## src/verilog/irq_ctrl_pkg.sv

```systemverilog
// constants, offsets and field layouts of the prioritized interrupt controller
//
// Function
// - hardware sets request flag, software write clears
// - request passes only with its enable set
// - each source has 3-bit priority, eight levels
// - priority code 111 highest, 000 disables source
// - bits allocated in ascending vector order
// - first global control holds nesting disable
// - first global control holds trap status flags
// - second control: external request edge, alternate table
// - latch vector number and level into status
// - latched level equals pending request priority
// - cpu level in alu status bits 7:5
// - core control top level bit is read-only
// - flag register five fixed bit layout
// - group three priority fields, reset 100
// - uart three priority fields, reset 100
package irq_ctrl_pkg;

  // ****************************************************************
  // bus and sizes
  // ****************************************************************
  localparam int          ADDR_W  = 8;
  localparam int          DATA_W  = 16;
  localparam int          N_SLOT  = 32;
  localparam int          PRIO_W  = 3;
  localparam int          LVL_W   = 4;
  localparam int          N_TRAP  = 4;

  // ****************************************************************
  // register offsets (byte addresses of 16-bit words)
  // ****************************************************************
  localparam logic [7:0]  OFF_GLOBAL_A    = 8'h00;
  localparam logic [7:0]  OFF_GLOBAL_B    = 8'h02;
  localparam logic [7:0]  OFF_FLAGS0      = 8'h04;
  localparam logic [7:0]  OFF_FLAGS5      = 8'h06;
  localparam logic [7:0]  OFF_ENABLE0     = 8'h08;
  localparam logic [7:0]  OFF_ENABLE5     = 8'h0a;
  localparam logic [7:0]  OFF_PRIO0       = 8'h0c;
  localparam logic [7:0]  OFF_PRIO_GRP3   = 8'h0e;
  localparam logic [7:0]  OFF_PRIO_UART3  = 8'h10;
  localparam logic [7:0]  OFF_PRIO5A      = 8'h12;
  localparam logic [7:0]  OFF_PRIO5B      = 8'h14;
  localparam logic [7:0]  OFF_LATCHED     = 8'h16;
  localparam logic [7:0]  OFF_ALU_STATUS  = 8'h18;
  localparam logic [7:0]  OFF_CORE_CTRL   = 8'h1a;
  localparam logic [7:0]  OFF_EVT_STAT    = 8'h1c;
  localparam logic [7:0]  OFF_EVT_CLR     = 8'h1e;
  localparam logic [7:0]  OFF_EVT_EN      = 8'h20;

  // ****************************************************************
  // implemented-bit masks
  // ****************************************************************
  localparam logic [15:0] MASK_GLOBAL_A   = 16'h801e;
  localparam logic [15:0] MASK_GLOBAL_B   = 16'h0101;
  localparam logic [15:0] MASK_BANK0      = 16'h000f;
  localparam logic [15:0] MASK_BANK5      = 16'h0fbe;
  localparam logic [15:0] MASK_PRIO0      = 16'h0007;
  localparam logic [15:0] MASK_PRIO_GRP3  = 16'h0777;
  localparam logic [15:0] MASK_PRIO_UART3 = 16'h7770;
  localparam logic [15:0] MASK_PRIO5A     = 16'h7777;
  localparam logic [15:0] MASK_PRIO5B     = 16'h0777;
  localparam logic [15:0] MASK_ALU_STATUS = 16'h00e0;
  localparam logic [15:0] MASK_EVT        = 16'h0003;

  // ****************************************************************
  // reset values
  // ****************************************************************
  localparam logic [15:0] RST_ZERO        = 16'h0000;
  localparam logic [15:0] RST_PRIO0       = 16'h0004;
  localparam logic [15:0] RST_PRIO_GRP3   = 16'h0444;
  localparam logic [15:0] RST_PRIO_UART3  = 16'h4440;
  localparam logic [15:0] RST_PRIO5A      = 16'h4444;
  localparam logic [15:0] RST_PRIO5B      = 16'h0444;

  // ****************************************************************
  // field positions
  // ****************************************************************
  localparam int          BIT_NEST_DIS    = 15;
  localparam int          BIT_TRAP_LO     = 1;
  localparam int          BIT_EXT0_FALL   = 0;
  localparam int          BIT_ALT_TABLE   = 8;
  localparam int          BIT_LVL_LO      = 5;
  localparam int          BIT_LVL_TOP     = 3;
  localparam int          EVT_REQUEST     = 0;
  localparam int          EVT_TRAP        = 1;
  localparam logic [7:0]  VEC_BANK5_BASE  = 8'h50;
  localparam logic [2:0]  PRIO_MAX        = 3'h7;
  localparam logic [2:0]  PRIO_OFF        = 3'h0;

endpackage : irq_ctrl_pkg

```

## src/verilog/prioritized_irq_controller.sv

```systemverilog
// prioritized vectored interrupt controller with register port
`timescale 1ns/1ps

module prioritized_irq_controller
  (
    // clock and reset
    input  wire logic                              i_clk,
    input  wire logic                              i_rst_n,
    // register port
    input  wire logic [irq_ctrl_pkg::ADDR_W-1:0]   i_addr,
    input  wire logic [irq_ctrl_pkg::DATA_W-1:0]   i_wdata,
    input  wire logic                              i_wr,
    input  wire logic                              i_rd,
    output logic      [irq_ctrl_pkg::DATA_W-1:0]   o_rdata,
    // source events, one-cycle pulses
    input  wire logic [15:0]                       i_evt_bank0,
    input  wire logic [15:0]                       i_evt_bank5,
    input  wire logic                              i_ext_req0,
    input  wire logic [irq_ctrl_pkg::N_TRAP-1:0]   i_trap_evt,
    // cpu side
    input  wire logic                              i_irq_ack,
    output logic                                   o_irq_req,
    output logic      [7:0]                        o_irq_vector,
    output logic      [irq_ctrl_pkg::LVL_W-1:0]    o_irq_level,
    output logic      [irq_ctrl_pkg::LVL_W-1:0]    o_cpu_level,
    output logic                                   o_trap_req,
    output logic                                   o_alt_vector_table,
    // controller event interrupt
    output logic                                   o_irq
  );
  import irq_ctrl_pkg::*;

  // ****************************************************************
  // register map and behaviour
  // ****************************************************************
  // 0x00 global control a: nesting disable, trap flags
  // 0x02 global control b: alt table, ext0 edge polarity
  // 0x04 request flags bank 0, bits 3:0
  // 0x06 request flags bank 5, fixed layout
  // 0x08 source enables bank 0
  // 0x0a source enables bank 5
  // 0x0c priority of ext request 0
  // 0x0e priority group 3: dma1, converter, uart one tx
  // 0x10 priority uart three: tx, rx, error
  // 0x12 priority group 5a: two-wire, uart four err/rx
  // 0x14 priority group 5b: uart four tx, serial three
  // 0x16 latched status: level and vector, read only
  // 0x18 alu status: cpu level in bits 7:5
  // 0x1a core control: top level bit, read only
  // 0x1c event status, sticky, read only
  // 0x1e event clear, write one to clear, reads zero
  // 0x20 event enable for the o_irq level output
  //
  // flags: a set pulse beats a written zero
  // trap flags: same rule, inside global control a
  // any trap flag lifts the cpu level above 7
  // so no user source can ever win against a trap
  //
  // arbitration: highest priority first
  // ties: lowest vector number wins
  // candidate must exceed the full 4-bit cpu level
  // code 000 takes a source out of arbitration
  // unused slots tie their priority to off
  //
  // request output lags the candidate by one cycle
  // vector and level latched while a winner exists
  // values hold once the winner goes away
  //
  // acknowledge raises the cpu level to the latched one
  // with nesting disabled it goes straight to 7
  // a level write in the same cycle beats the ack
  //
  // acks while the request is low are ignored
  // lowering the level re-arms older requests
  // read data is zero outside a read cycle
  // all inputs taken as synchronous to i_clk
  // reset is synchronous, active low

  // ****************************************************************
  // helpers
  // ****************************************************************

  // address match for one register
  function automatic logic hit(input logic [ADDR_W-1:0] a, input logic [7:0] off);
    hit = (a == off);
  endfunction : hit

  // slot index to vector number, bank 0 then bank 5
  function automatic logic [7:0] vec_of(input logic [4:0] slot);
    vec_of = slot[4] ? (VEC_BANK5_BASE + {4'h0, slot[3:0]}) : {4'h0, slot[3:0]};
  endfunction : vec_of

  // ****************************************************************
  // registers
  // ****************************************************************
  logic [15:0] global_irq_ctrl_a_q, global_irq_ctrl_a_d;
  logic [15:0] global_irq_ctrl_b_q;
  logic [15:0] irq_flags_group0_q, irq_flags_group0_d;
  logic [15:0] irq_flags_group5_q, irq_flags_group5_d;
  logic [15:0] irq_enable_group0_q;
  logic [15:0] irq_enable_group5_q;
  logic [15:0] priority_ctrl_group0_q;
  logic [15:0] priority_ctrl_group3_q;
  logic [15:0] priority_ctrl_uart_three_q;
  logic [15:0] priority_ctrl_group5a_q;
  logic [15:0] priority_ctrl_group5b_q;
  logic [7:0]  latched_vector_number_q;
  logic [3:0]  latched_new_level_q;
  logic [2:0]  cpu_priority_level_q, cpu_priority_level_d;
  logic [15:0] evt_stat_q, evt_stat_d;
  logic [15:0] evt_en_q;
  logic        req_q;
  logic        ext_prev_q;
  logic [15:0] rdata_q;

  // ****************************************************************
  // write decode
  // ****************************************************************
  wire wr_global_a  = i_wr & hit(i_addr, OFF_GLOBAL_A);
  wire wr_global_b  = i_wr & hit(i_addr, OFF_GLOBAL_B);
  wire wr_flags0    = i_wr & hit(i_addr, OFF_FLAGS0);
  wire wr_flags5    = i_wr & hit(i_addr, OFF_FLAGS5);
  wire wr_enable0   = i_wr & hit(i_addr, OFF_ENABLE0);
  wire wr_enable5   = i_wr & hit(i_addr, OFF_ENABLE5);
  wire wr_prio0     = i_wr & hit(i_addr, OFF_PRIO0);
  wire wr_prio_grp3 = i_wr & hit(i_addr, OFF_PRIO_GRP3);
  wire wr_prio_u3   = i_wr & hit(i_addr, OFF_PRIO_UART3);
  wire wr_prio5a    = i_wr & hit(i_addr, OFF_PRIO5A);
  wire wr_prio5b    = i_wr & hit(i_addr, OFF_PRIO5B);
  wire wr_alu_stat  = i_wr & hit(i_addr, OFF_ALU_STATUS);
  wire wr_evt_clr   = i_wr & hit(i_addr, OFF_EVT_CLR);
  wire wr_evt_en    = i_wr & hit(i_addr, OFF_EVT_EN);

  // ****************************************************************
  // external request edge and control fields
  // ****************************************************************

  // edge select: rising by default, falling when the polarity bit is set
  wire ext0_falling   = global_irq_ctrl_b_q[BIT_EXT0_FALL];
  wire ext0_edge      = ext0_falling ? (ext_prev_q & ~i_ext_req0)
                                     : (~ext_prev_q & i_ext_req0);
  wire nesting_disable = global_irq_ctrl_a_q[BIT_NEST_DIS];
  wire [N_TRAP-1:0] trap_flags = global_irq_ctrl_a_q[BIT_TRAP_LO +: N_TRAP];
  wire cpu_level_top_bit = |trap_flags;
  wire [LVL_W-1:0] cpu_level = {cpu_level_top_bit, cpu_priority_level_q};

  // ****************************************************************
  // flag next values: hardware set wins over a software write
  // ****************************************************************
  wire [15:0] set0 = {i_evt_bank0[15:1], i_evt_bank0[0] | ext0_edge};

  assign irq_flags_group0_d = ((wr_flags0 ? i_wdata : irq_flags_group0_q) | set0)
                              & MASK_BANK0;
  assign irq_flags_group5_d = ((wr_flags5 ? i_wdata : irq_flags_group5_q) | i_evt_bank5)
                              & MASK_BANK5;

  // trap status flags: sticky, written value stored, set wins
  wire [15:0] trap_set = {{(15-N_TRAP){1'b0}}, i_trap_evt, 1'b0};
  assign global_irq_ctrl_a_d = ((wr_global_a ? i_wdata : global_irq_ctrl_a_q) | trap_set)
                               & MASK_GLOBAL_A;

  // ****************************************************************
  // per-slot priority map, ascending vector order
  // ****************************************************************
  logic [PRIO_W-1:0] slot_prio [N_SLOT];
  wire  [N_SLOT-1:0] flag_all = {irq_flags_group5_q, irq_flags_group0_q};
  wire  [N_SLOT-1:0] en_all   = {irq_enable_group5_q, irq_enable_group0_q};

  // bank 0: ext request 0, dma channel 1, converter, uart one transmit
  assign slot_prio[0]  = priority_ctrl_group0_q[2:0];
  assign slot_prio[1]  = priority_ctrl_group3_q[10:8];
  assign slot_prio[2]  = priority_ctrl_group3_q[6:4];
  assign slot_prio[3]  = priority_ctrl_group3_q[2:0];
  // bank 5 low: uart three error, receive, transmit
  assign slot_prio[16] = PRIO_OFF;
  assign slot_prio[17] = priority_ctrl_uart_three_q[6:4];
  assign slot_prio[18] = priority_ctrl_uart_three_q[10:8];
  assign slot_prio[19] = priority_ctrl_uart_three_q[14:12];
  // bank 5 high: two-wire collisions, uart four, serial three
  assign slot_prio[20] = priority_ctrl_group5a_q[2:0];
  assign slot_prio[21] = priority_ctrl_group5a_q[6:4];
  assign slot_prio[22] = PRIO_OFF;
  assign slot_prio[23] = priority_ctrl_group5a_q[10:8];
  assign slot_prio[24] = priority_ctrl_group5a_q[14:12];
  assign slot_prio[25] = priority_ctrl_group5b_q[2:0];
  assign slot_prio[26] = priority_ctrl_group5b_q[6:4];
  assign slot_prio[27] = priority_ctrl_group5b_q[10:8];

  // unused slots never request
  generate
    for (genvar g = 4; g < 16; g++)
    begin : g_off0
      assign slot_prio[g] = PRIO_OFF;
    end
    for (genvar g = 28; g < N_SLOT; g++)
    begin : g_off5
      assign slot_prio[g] = PRIO_OFF;
    end
  endgenerate

  // ****************************************************************
  // candidates and arbitration
  // ****************************************************************
  logic [N_SLOT-1:0] cand;

  // flagged, enabled, not disabled, above the current cpu level
  generate
    for (genvar g = 0; g < N_SLOT; g++)
    begin : g_cand
      assign cand[g] = flag_all[g] & en_all[g]
                     & (slot_prio[g] != PRIO_OFF)
                     & ({1'b0, slot_prio[g]} > cpu_level);
    end
  endgenerate

  logic              win_valid;
  logic [PRIO_W-1:0] win_prio;
  logic [4:0]        win_slot;

  // scan down so the lowest slot wins among equal priorities
  always_comb
  begin
    win_valid = 1'b0;
    win_prio  = PRIO_OFF;
    win_slot  = 5'h00;
    for (int s = N_SLOT - 1; s >= 0; s--)
    begin
      if (cand[s] && (slot_prio[s] >= win_prio))
      begin
        win_valid = 1'b1;
        win_prio  = slot_prio[s];
        win_slot  = 5'(s);
      end
    end
  end

  // ****************************************************************
  // cpu level update on acknowledge
  // ****************************************************************

  // nesting disabled raises the level to the top so nothing nests
  assign cpu_priority_level_d = wr_alu_stat ? i_wdata[BIT_LVL_LO +: PRIO_W]
                              : (i_irq_ack & req_q)
                                ? (nesting_disable ? PRIO_MAX : latched_new_level_q[2:0])
                                : cpu_priority_level_q;

  // ****************************************************************
  // controller event status
  // ****************************************************************
  wire [15:0] evt_set = {14'h0000, |i_trap_evt, win_valid & ~req_q};

  // set wins over a clear in the same cycle
  assign evt_stat_d = ((evt_stat_q & ~(wr_evt_clr ? i_wdata : RST_ZERO)) | evt_set) & MASK_EVT;

  // ****************************************************************
  // read mux
  // ****************************************************************
  logic [15:0] rd_mux;

  // unmapped and unimplemented bits read zero
  always_comb
  begin
    rd_mux = RST_ZERO;
    if (hit(i_addr, OFF_GLOBAL_A))   rd_mux = global_irq_ctrl_a_q;
    if (hit(i_addr, OFF_GLOBAL_B))   rd_mux = global_irq_ctrl_b_q;
    if (hit(i_addr, OFF_FLAGS0))     rd_mux = irq_flags_group0_q;
    if (hit(i_addr, OFF_FLAGS5))     rd_mux = irq_flags_group5_q;
    if (hit(i_addr, OFF_ENABLE0))    rd_mux = irq_enable_group0_q;
    if (hit(i_addr, OFF_ENABLE5))    rd_mux = irq_enable_group5_q;
    if (hit(i_addr, OFF_PRIO0))      rd_mux = priority_ctrl_group0_q;
    if (hit(i_addr, OFF_PRIO_GRP3))  rd_mux = priority_ctrl_group3_q;
    if (hit(i_addr, OFF_PRIO_UART3)) rd_mux = priority_ctrl_uart_three_q;
    if (hit(i_addr, OFF_PRIO5A))     rd_mux = priority_ctrl_group5a_q;
    if (hit(i_addr, OFF_PRIO5B))     rd_mux = priority_ctrl_group5b_q;
    if (hit(i_addr, OFF_LATCHED))    rd_mux = {latched_new_level_q, 4'h0,
                                               latched_vector_number_q};
    if (hit(i_addr, OFF_ALU_STATUS)) rd_mux = {8'h00, cpu_priority_level_q, 5'h00};
    if (hit(i_addr, OFF_CORE_CTRL))  rd_mux = {12'h000, cpu_level_top_bit, 3'h0};
    if (hit(i_addr, OFF_EVT_STAT))   rd_mux = evt_stat_q;
    if (hit(i_addr, OFF_EVT_EN))     rd_mux = evt_en_q;
  end

  // ****************************************************************
  // flag and control registers
  // ****************************************************************

  // flags, trap flags and cpu level
  always_ff @(posedge i_clk)
  begin
    if (!i_rst_n)
    begin
      irq_flags_group0_q   <= RST_ZERO;
      irq_flags_group5_q   <= RST_ZERO;
      global_irq_ctrl_a_q  <= RST_ZERO;
      cpu_priority_level_q <= PRIO_OFF;
      ext_prev_q           <= 1'b0;
    end
    else
    begin
      irq_flags_group0_q   <= irq_flags_group0_d;
      irq_flags_group5_q   <= irq_flags_group5_d;
      global_irq_ctrl_a_q  <= global_irq_ctrl_a_d;
      cpu_priority_level_q <= cpu_priority_level_d;
      ext_prev_q           <= i_ext_req0;
    end
  end

  // software-only configuration registers, masked on write
  always_ff @(posedge i_clk)
  begin
    if (!i_rst_n)
    begin
      global_irq_ctrl_b_q        <= RST_ZERO;
      irq_enable_group0_q        <= RST_ZERO;
      irq_enable_group5_q        <= RST_ZERO;
      priority_ctrl_group0_q     <= RST_PRIO0;
      priority_ctrl_group3_q     <= RST_PRIO_GRP3;
      priority_ctrl_uart_three_q <= RST_PRIO_UART3;
      priority_ctrl_group5a_q    <= RST_PRIO5A;
      priority_ctrl_group5b_q    <= RST_PRIO5B;
      evt_en_q                   <= RST_ZERO;
    end
    else
    begin
      if (wr_global_b)  global_irq_ctrl_b_q        <= i_wdata & MASK_GLOBAL_B;
      if (wr_enable0)   irq_enable_group0_q        <= i_wdata & MASK_BANK0;
      if (wr_enable5)   irq_enable_group5_q        <= i_wdata & MASK_BANK5;
      if (wr_prio0)     priority_ctrl_group0_q     <= i_wdata & MASK_PRIO0;
      if (wr_prio_grp3) priority_ctrl_group3_q     <= i_wdata & MASK_PRIO_GRP3;
      if (wr_prio_u3)   priority_ctrl_uart_three_q <= i_wdata & MASK_PRIO_UART3;
      if (wr_prio5a)    priority_ctrl_group5a_q    <= i_wdata & MASK_PRIO5A;
      if (wr_prio5b)    priority_ctrl_group5b_q    <= i_wdata & MASK_PRIO5B;
      if (wr_evt_en)    evt_en_q                   <= i_wdata & MASK_EVT;
    end
  end

  // ****************************************************************
  // request latch and bus read data
  // ****************************************************************

  // winner latched every cycle win_valid is high
  always_ff @(posedge i_clk)
  begin
    if (!i_rst_n)
    begin
      req_q                   <= 1'b0;
      latched_vector_number_q <= 8'h00;
      latched_new_level_q     <= 4'h0;
      evt_stat_q              <= RST_ZERO;
      rdata_q                 <= RST_ZERO;
    end
    else
    begin
      req_q      <= win_valid;
      evt_stat_q <= evt_stat_d;
      rdata_q    <= i_rd ? rd_mux : RST_ZERO;
      if (win_valid)
      begin
        latched_vector_number_q <= vec_of(win_slot);
        latched_new_level_q     <= {1'b0, win_prio};
      end
    end
  end

  // ****************************************************************
  // outputs
  // ****************************************************************
  assign o_rdata            = rdata_q;
  assign o_irq_req          = req_q;
  assign o_irq_vector       = latched_vector_number_q;
  assign o_irq_level        = latched_new_level_q;
  assign o_cpu_level        = cpu_level;
  assign o_trap_req         = cpu_level_top_bit;
  assign o_alt_vector_table = global_irq_ctrl_b_q[BIT_ALT_TABLE];
  assign o_irq              = |(evt_stat_q & evt_en_q);

endmodule : prioritized_irq_controller
```

## config.mk

```make
export PLATFORM = sky130hd
export DESIGN_NAME = prioritized_irq_controller
export DESIGN_NICKNAME = d
export VERILOG_FILES = /design/src/verilog/irq_ctrl_pkg.sv /design/src/verilog/prioritized_irq_controller.sv
export SDC_FILE = /design/constraint.sdc
export NUM_CORES = 1
export LEC_CHECK = 0
export BUFFER_PORTS_ARGS = -buffer_cell sky130_fd_sc_hd__buf_2
export CAP_MARGIN = 5
export CORE_ASPECT_RATIO = 1.5
export CORE_MARGIN = 4
export CORE_UTILIZATION = 40
export CTS_CLUSTER_DIAMETER = 40
export CTS_CLUSTER_SIZE = 28
export DETAILED_ROUTE_END_ITERATION = 12
export MAX_ROUTING_LAYER = met4
export PLACE_DENSITY = 0.69
export RECOVER_POWER = 100
export SKIP_CTS_REPAIR_TIMING = 1
export SYNTH_ARGS = -nofsm -noshare
export SYNTH_HDL_FRONTEND = slang
export SYNTH_SLANG_ARGS = --single-unit
```

## constraint.sdc

```tcl
create_clock -name i_clk -period 18.95 [get_ports i_clk]
set_clock_uncertainty 0.05 [all_clocks]
set_input_delay 2.8425 -clock i_clk [delete_from_list [all_inputs] [get_ports i_clk]]
set_output_delay 2.8425 -clock i_clk [all_outputs]
set_load 0.01 [all_outputs]
```

Yosys cells after proc, flatten, opt, wreduce, memory -nomap -nowiden:

Index checks and enable logic that the tools add are counted.

* bits in registers: 124
* input port bits: 66
* output and inout port bits: 36
* logic and storage cells: 240

* add/subtract/negate cells: 1
* order comparisons: 28
* equal/unequal tests: 16
* multiplexer cells: 67
* bitwise logic cells: 72
* reductions and logical operators: 35

Operators with widths (count)
* $mux W16: 16
* $mux W5: 14
* $eq A8 B5 Y1 const B: 8
* $and A1 B1 Y1: 60
* $gt A3 B4 Y1: 14
* $mux W3: 17
* $reduce_bool A3 Y1: 14
* $ge A3 B3 Y1: 13
* $eq A8 B4 Y1 const B: 4
* $eq A8 B3 Y1 const B: 2
* $or A16 B5 Y16: 1
* $reduce_or A16 Y1: 1
* $mux W1: 15
* $logic_and A1 B1 Y1: 14
* $mux W12: 1
* $or A12 B12 Y12: 1
* $add A7 B4 Y8 const A: 1
* $eq A8 B2 Y1 const B: 1
* $eq A8 B6 Y1 const B: 1
* $logic_not A8 Y1: 1
* $mux W8: 1
* $reduce_or A4 Y1: 2
* $and A2 B2 Y2: 2
* $mux W2: 2
* 10 further kinds: 13

Longest topological paths before layout:

* word-level depth: 46
* depth in mapped cells: 93
* mapped depth without buffers: 92

Least setup slack after synthesis:

Ideal clock, no wire load.

* kind: flip-flop to flip-flop
* start: reg cpu_priority_level_q[2]
* end: reg latched_new_level_q[0], in the netlist o_irq_level[0]
* library setup time: 0.060 ns
* arrival time: 18.911 ns
* required time: 18.840 ns
* path slack: -0.070 ns
* cell stages (with the launch flop): 88
* buffers on the path: 1
* period minus slack after synthesis: 19.020 ns
* cells stage by stage: dfxtp_1 -> inv_1 -> ha_1 -> nand3_1 -> nand4_1 -> nor3_1 -> nand2_1 -> ha_1 -> a21o_1 -> a31oi_1 -> or4_4 -> o21ai_0 -> ha_1 -> nand2b_1 -> a31o_2 -> o21ai_0 -> mux2_2 -> ha_1 -> (+52 left out) -> o21ai_0 -> a21oi_1 -> mux2_2 -> ha_1 -> nand2b_1 -> a21oi_1 -> nor2b_1 -> o221ai_1 -> mux2_2 -> ha_1 -> nand2b_1 -> a21oi_1 -> nor2b_1 -> o221ai_1 -> and2_1 -> nand2_1 -> nor4_2 -> a221o_1

* word-level cells in the longest chain between the ends: 43
* elaborated cells between the ends (all ways): 83
* those cells by class: order compare (27); mux (28); bitwise (14); reduce/logical (14)

Ends and longest elaborated chain
* start, declared: line prioritized_irq_controller.sv:109 `logic [2:0] cpu_priority_level_q, cpu_priority_level_d;`
* start signal, assigned: line prioritized_irq_controller.sv:303 `cpu_priority_level_q <= cpu_priority_level_d;`
* $gt A3 B4 Y1: line prioritized_irq_controller.sv:212 `& ({1'b0, slot_prio[g]} > cpu_level);`
* $and A1 B1 Y1: line prioritized_irq_controller.sv:212
* $logic_and A1 B1 Y1: line prioritized_irq_controller.sv:228 `if (cand[s] && (slot_prio[s] >= win_prio))`
* $mux W3: line prioritized_irq_controller.sv:228
* $ge A3 B3 Y1: line prioritized_irq_controller.sv:228
* $logic_and A1 B1 Y1: line prioritized_irq_controller.sv:228
* $mux W3: line prioritized_irq_controller.sv:228
* $ge A3 B3 Y1: line prioritized_irq_controller.sv:228
* (+27 left out)
* $logic_and A1 B1 Y1: line prioritized_irq_controller.sv:228
* $mux W3: line prioritized_irq_controller.sv:228
* $ge A3 B3 Y1: line prioritized_irq_controller.sv:228
* $logic_and A1 B1 Y1: line prioritized_irq_controller.sv:228
* $mux W3: line prioritized_irq_controller.sv:228
* $ge A3 B3 Y1: line prioritized_irq_controller.sv:228
* $logic_and A1 B1 Y1: line prioritized_irq_controller.sv:228
* $mux W3 / $mux W1 (equally long branches): line prioritized_irq_controller.sv:228
* end signal, assigned: line prioritized_irq_controller.sv:360 `latched_new_level_q <= {1'b0, win_prio};`
* end, declared: line prioritized_irq_controller.sv:108 `logic [3:0] latched_new_level_q;`

Parallel ways exist; a longest one is shown, timed or not.
A chain may end at the register's enable or synchronous reset.

Worst setup path in the final report:

* start: reg global_irq_ctrl_a_q[1]
* end: reg latched_new_level_q[2], in the netlist o_irq_level[2]

* word-level cells in the longest chain between the ends: 44
* elaborated cells between the ends (all ways): 84
* those cells by class: order compare (27); mux (28); bitwise (14); reduce/logical (15)

Ends and longest elaborated chain
* start, declared: line prioritized_irq_controller.sv:96 `logic [15:0] global_irq_ctrl_a_q, global_irq_ctrl_a_d;`
* start signal, assigned: line prioritized_irq_controller.sv:302 `global_irq_ctrl_a_q <= global_irq_ctrl_a_d;`
* $reduce_or A4 Y1 *: line prioritized_irq_controller.sv:144 `wire cpu_level_top_bit = |trap_flags;`
* $gt A3 B4 Y1: line prioritized_irq_controller.sv:212
* $and A1 B1 Y1: line prioritized_irq_controller.sv:212
* $logic_and A1 B1 Y1: line prioritized_irq_controller.sv:228
* $mux W3: line prioritized_irq_controller.sv:228
* $ge A3 B3 Y1: line prioritized_irq_controller.sv:228
* $logic_and A1 B1 Y1: line prioritized_irq_controller.sv:228
* $mux W3: line prioritized_irq_controller.sv:228
* (+28 left out)
* $logic_and A1 B1 Y1: line prioritized_irq_controller.sv:228
* $mux W3: line prioritized_irq_controller.sv:228
* $ge A3 B3 Y1: line prioritized_irq_controller.sv:228
* $logic_and A1 B1 Y1: line prioritized_irq_controller.sv:228
* $mux W3: line prioritized_irq_controller.sv:228
* $ge A3 B3 Y1: line prioritized_irq_controller.sv:228
* $logic_and A1 B1 Y1: line prioritized_irq_controller.sv:228
* $mux W3 / $mux W1 (equally long branches): line prioritized_irq_controller.sv:228

Mark *: on every way between the ends. The rest lies on a longest branch, timed or not.

==> run metrics <==
status finished, final reports clean; WP data arrival 18.19 ns; Clk pwr share 0.404; FMAX 55.72 MHz; Iter 0 DRT Violations 688; Die ar. between 20000 and 25000 µm²; Finished Layout Cells 1308; GRT Residual Overflow 0; crit start category flip-flop; CP endpoint o_irq_level[2]; Initial Util 0.4070; worst slew pin tran about 0.94 ns; Area Overhead vs Synth 17.26%; CP max FO 7; Worst R2R Setup Slack 1.00 ns; fin util 0.4772; internal power contribution 337.6 µW; post-route clock period utilization 0.9470; Area contributors post-synth dfxtp_1, ha_1, nand2_1; Gate power share 0.071; vias per inst 6.107; commonest non-fill, non-tap cells in the layout nand2_1, dfxtp_1, a21oi_1, ha_1, inv_1; Post-synth ARST share 0; wl on met1 10.11 mm; CTS root buf clkbuf_16; Worst setup EP type flip-flop; Total Routed Length about 27 mm; LEAKAGE 3.501 nW; ANT nets after route 0; CP max stage delay 0.55 ns; sequential area share after synthesis 0.2917; WL met2 13.27 mm; Worst-Skew Late Latency 0.35 ns; critical path's slowest cell or4_4; most common flop cell mapped by yosys dfxtp_1; Sink Count between 100 and 150; number of buffers added on ports 80; WL met3 1.857 mm; Hold Vio Cnt, Final 0; initial antenna violation count 0; Max transition margin 0.3682; Min-Delay Path Class reg2reg; area leader, netlist dfxtp_1; Reg power frac 0.524; global-route wire length before repair slightly above 40 mm; total number of vias 7988; Yosys top cell area share 0.2917; CTS Buffer Depth 2; Die Y 176.2 µm; wire per inst 20.92 µm; WHS Path Cells 2; Worst Setup SP global_irq_ctrl_a_q[1]; Core ar. 18550 µm²; critical path's most frequent cell ha_1; Yosys reg bits 110; Clock Pin Slew Worst Setup and Hold Paths about 0.080 ns; Die X 120.2 µm; Setup CP Type reg2reg; drc violations 0; H-tree Lvls 3; Mapped Area 7548 µm²; number of synthesized flops with an enable pin 0; post-synthesis average cell area approximately 7.9 µm²; Final min period 17.95 ns; # IOs 102; Pins Over Slew Limit 0; Max Cap Violations 0; GP Congestion 0.9833; CP required 19.19 ns; DP HPWL ~21 mm; share of layout cells above drive strength 1 0.1619; RR Endpoint o_irq_level[2]; pwr/cell area 51.40 nW/µm²; vias in the first global route around 7400; R2R cell count 89; Netlist cell types 81; R2R Path Start global_irq_ctrl_a_q[1]; Diodes inserted 0; TritonCTS Buffers 9; row count between 60 and 70; # placed instances about 1300; Initial DRT Pass Iterations 7; largest net degree at the start of global routing around 70; YS warnings 0; nets 1188; setup violators final 0; commonest non-fill, non-tap cell in the layout nand2_1; GRT Overall Usage 0.2586; Switching Fraction 0.2579; Peak VDD IR 0.03681 mV; Cells after Synth ~960; CTS tree done; Switching Power 117.3 µW; top layer reached by signal wires met4
[power by group through the flow]
stage / Clock [mW] / Sequential, mW / Combinational [mW]
2_1_floorplan: 0 / 0.242 / 0.0171
3_3_place_gp: 0 / 0.244 / 0.0309
3_5_place_dp: 0 / 0.244 / 0.0312
4_1_cts: 0.186 / 0.238 / 0.0313
5_1_grt: 0.193 / 0.239 / 0.0350
6_report: 0.184 / 0.238 / 0.0325
[flip-flops by register name (all words and copies together), names as in the netlist, 3 cells and up]
register                    flops
o_irq_vector                    5
priority_ctrl_group5a_q        12
priority_ctrl_group5b_q         9
irq_flags_group5_q             10
irq_enable_group0_q             4
irq_flags_group0_q              4
o_rdata                        16
priority_ctrl_group3_q          9
priority_ctrl_uart_three_q      9
irq_enable_group5_q            10
cpu_priority_level_q            3
global_irq_ctrl_a_q             5
priority_ctrl_group0_q          3
o_irq_level                     3
[worst min path at each step]
stage,start,endpoint,slack (ns)
after floorplan,irq_flags_group5_q[7],o_rdata[7],0.39
after global placement,priority_ctrl_group5b_q[8],priority_ctrl_group5b_q[8],0.41
after detailed placement,priority_ctrl_group5b_q[8],priority_ctrl_group5b_q[8],0.41
after CTS,priority_ctrl_group5b_q[8],priority_ctrl_group5b_q[8],0.42
after global routing,irq_enable_group5_q[11],irq_enable_group5_q[11],0.46
final,irq_enable_group0_q[1],irq_enable_group0_q[1],0.43
[critical path: cells and delay by family (launching register included)]
kind / cells / cell delay, ns
AO/OA/AOI/OAI: 36 / 5.79
adder cells (fa/ha/maj): 14 / 3.88
buffers and inverters: 4 / 0.58
flip-flops: 1 / 0.36
multiplexers: 5 / 1.73
AND/OR/NAND/NOR: 30 / 5.49
[cell type report]
type                            count  area (µm²)
Clock inverter                      5       33.78
Fill cell                        1826        9696
Tap cell                          252       315.3
Clock buffer                       11       242.7
Inverter                           57       214.0
Multi-Input combinational cell    754        5190
Timing Repair Buffer              119       648.1
Sequential cell                   110        2207
[per-layer routing]
layer,vias up,GRT usage
met5,-,-
met2,411,0.4307
met1,3754,0.2898
met3,108,0.02692
met4,0,0.1782
li1,3715,-
[cell families (layout without fill, tap and decap cells)]
kind of cell             count (synthesis)  after routing  synth area share
AO/OA/AOI/OAI                          286            286            0.2665
adder cells (fa/ha/maj)                 72             72            0.1190
buffers and inverters                   94            192           0.04923
flip-flops                             110            110            0.2917
multiplexers                            33             33           0.04608
other                                    1              3         0.0004968
AND/OR/NAND/NOR                        360            360            0.2269
[synthesized netlist by cell type (3+ instances only)]
| library cell | n |
|---|---|
| or3_1 | 3 |
| nand3_1 | 51 |
| or2_2 | 6 |
| nor2b_1 | 11 |
| a31oi_1 | 8 |
| clkbuf_1 | 30 |
| o21a_1 | 12 |
| buf_4 | 5 |
| o22ai_1 | 4 |
| inv_1 | 56 |
| dfxtp_1 | 110 |
| a221oi_1 | 10 |
| and2_1 | 10 |
| nor4_1 | 11 |
| ha_1 | 71 |
| nand2b_1 | 15 |
| nor3b_1 | 3 |
| o21ai_0 | 27 |
| o211ai_1 | 8 |
| a21o_1 | 8 |
| mux2_2 | 10 |
| o311ai_0 | 9 |
| o221ai_1 | 4 |
| a22o_1 | 6 |
| and3_1 | 11 |
| a222oi_1 | 8 |
| mux2i_1 | 22 |
| nand4_1 | 4 |
| a22oi_1 | 14 |
| a21boi_0 | 5 |
| a311oi_1 | 4 |
| and3b_1 | 3 |
| nor2_1 | 51 |
| nor3_1 | 21 |
| a21oi_1 | 105 |
| a211oi_1 | 8 |
| o31ai_1 | 6 |
| a221o_1 | 8 |
| nand2_1 | 149 |
[metrics by stage]
step	setup WS [ns]	cell area (µm²)	setup TNS [ns]	hold WS (ns)	total power [mW]
floorplan	0.1346	7561	0	0.3934	0.2589
global placement	0.1890	8322	0	0.4090	0.2745
detailed placement	-0.08747	8322	-0.2401	0.4132	0.2749
CTS	-0.2372	8598	-1.258	0.4229	0.4559
global route	-0.1487	8851	-0.4559	0.4559	0.4668
finish	1.004	8851	0	0.4260	0.4549
Power figures use the tool's default switching activity.
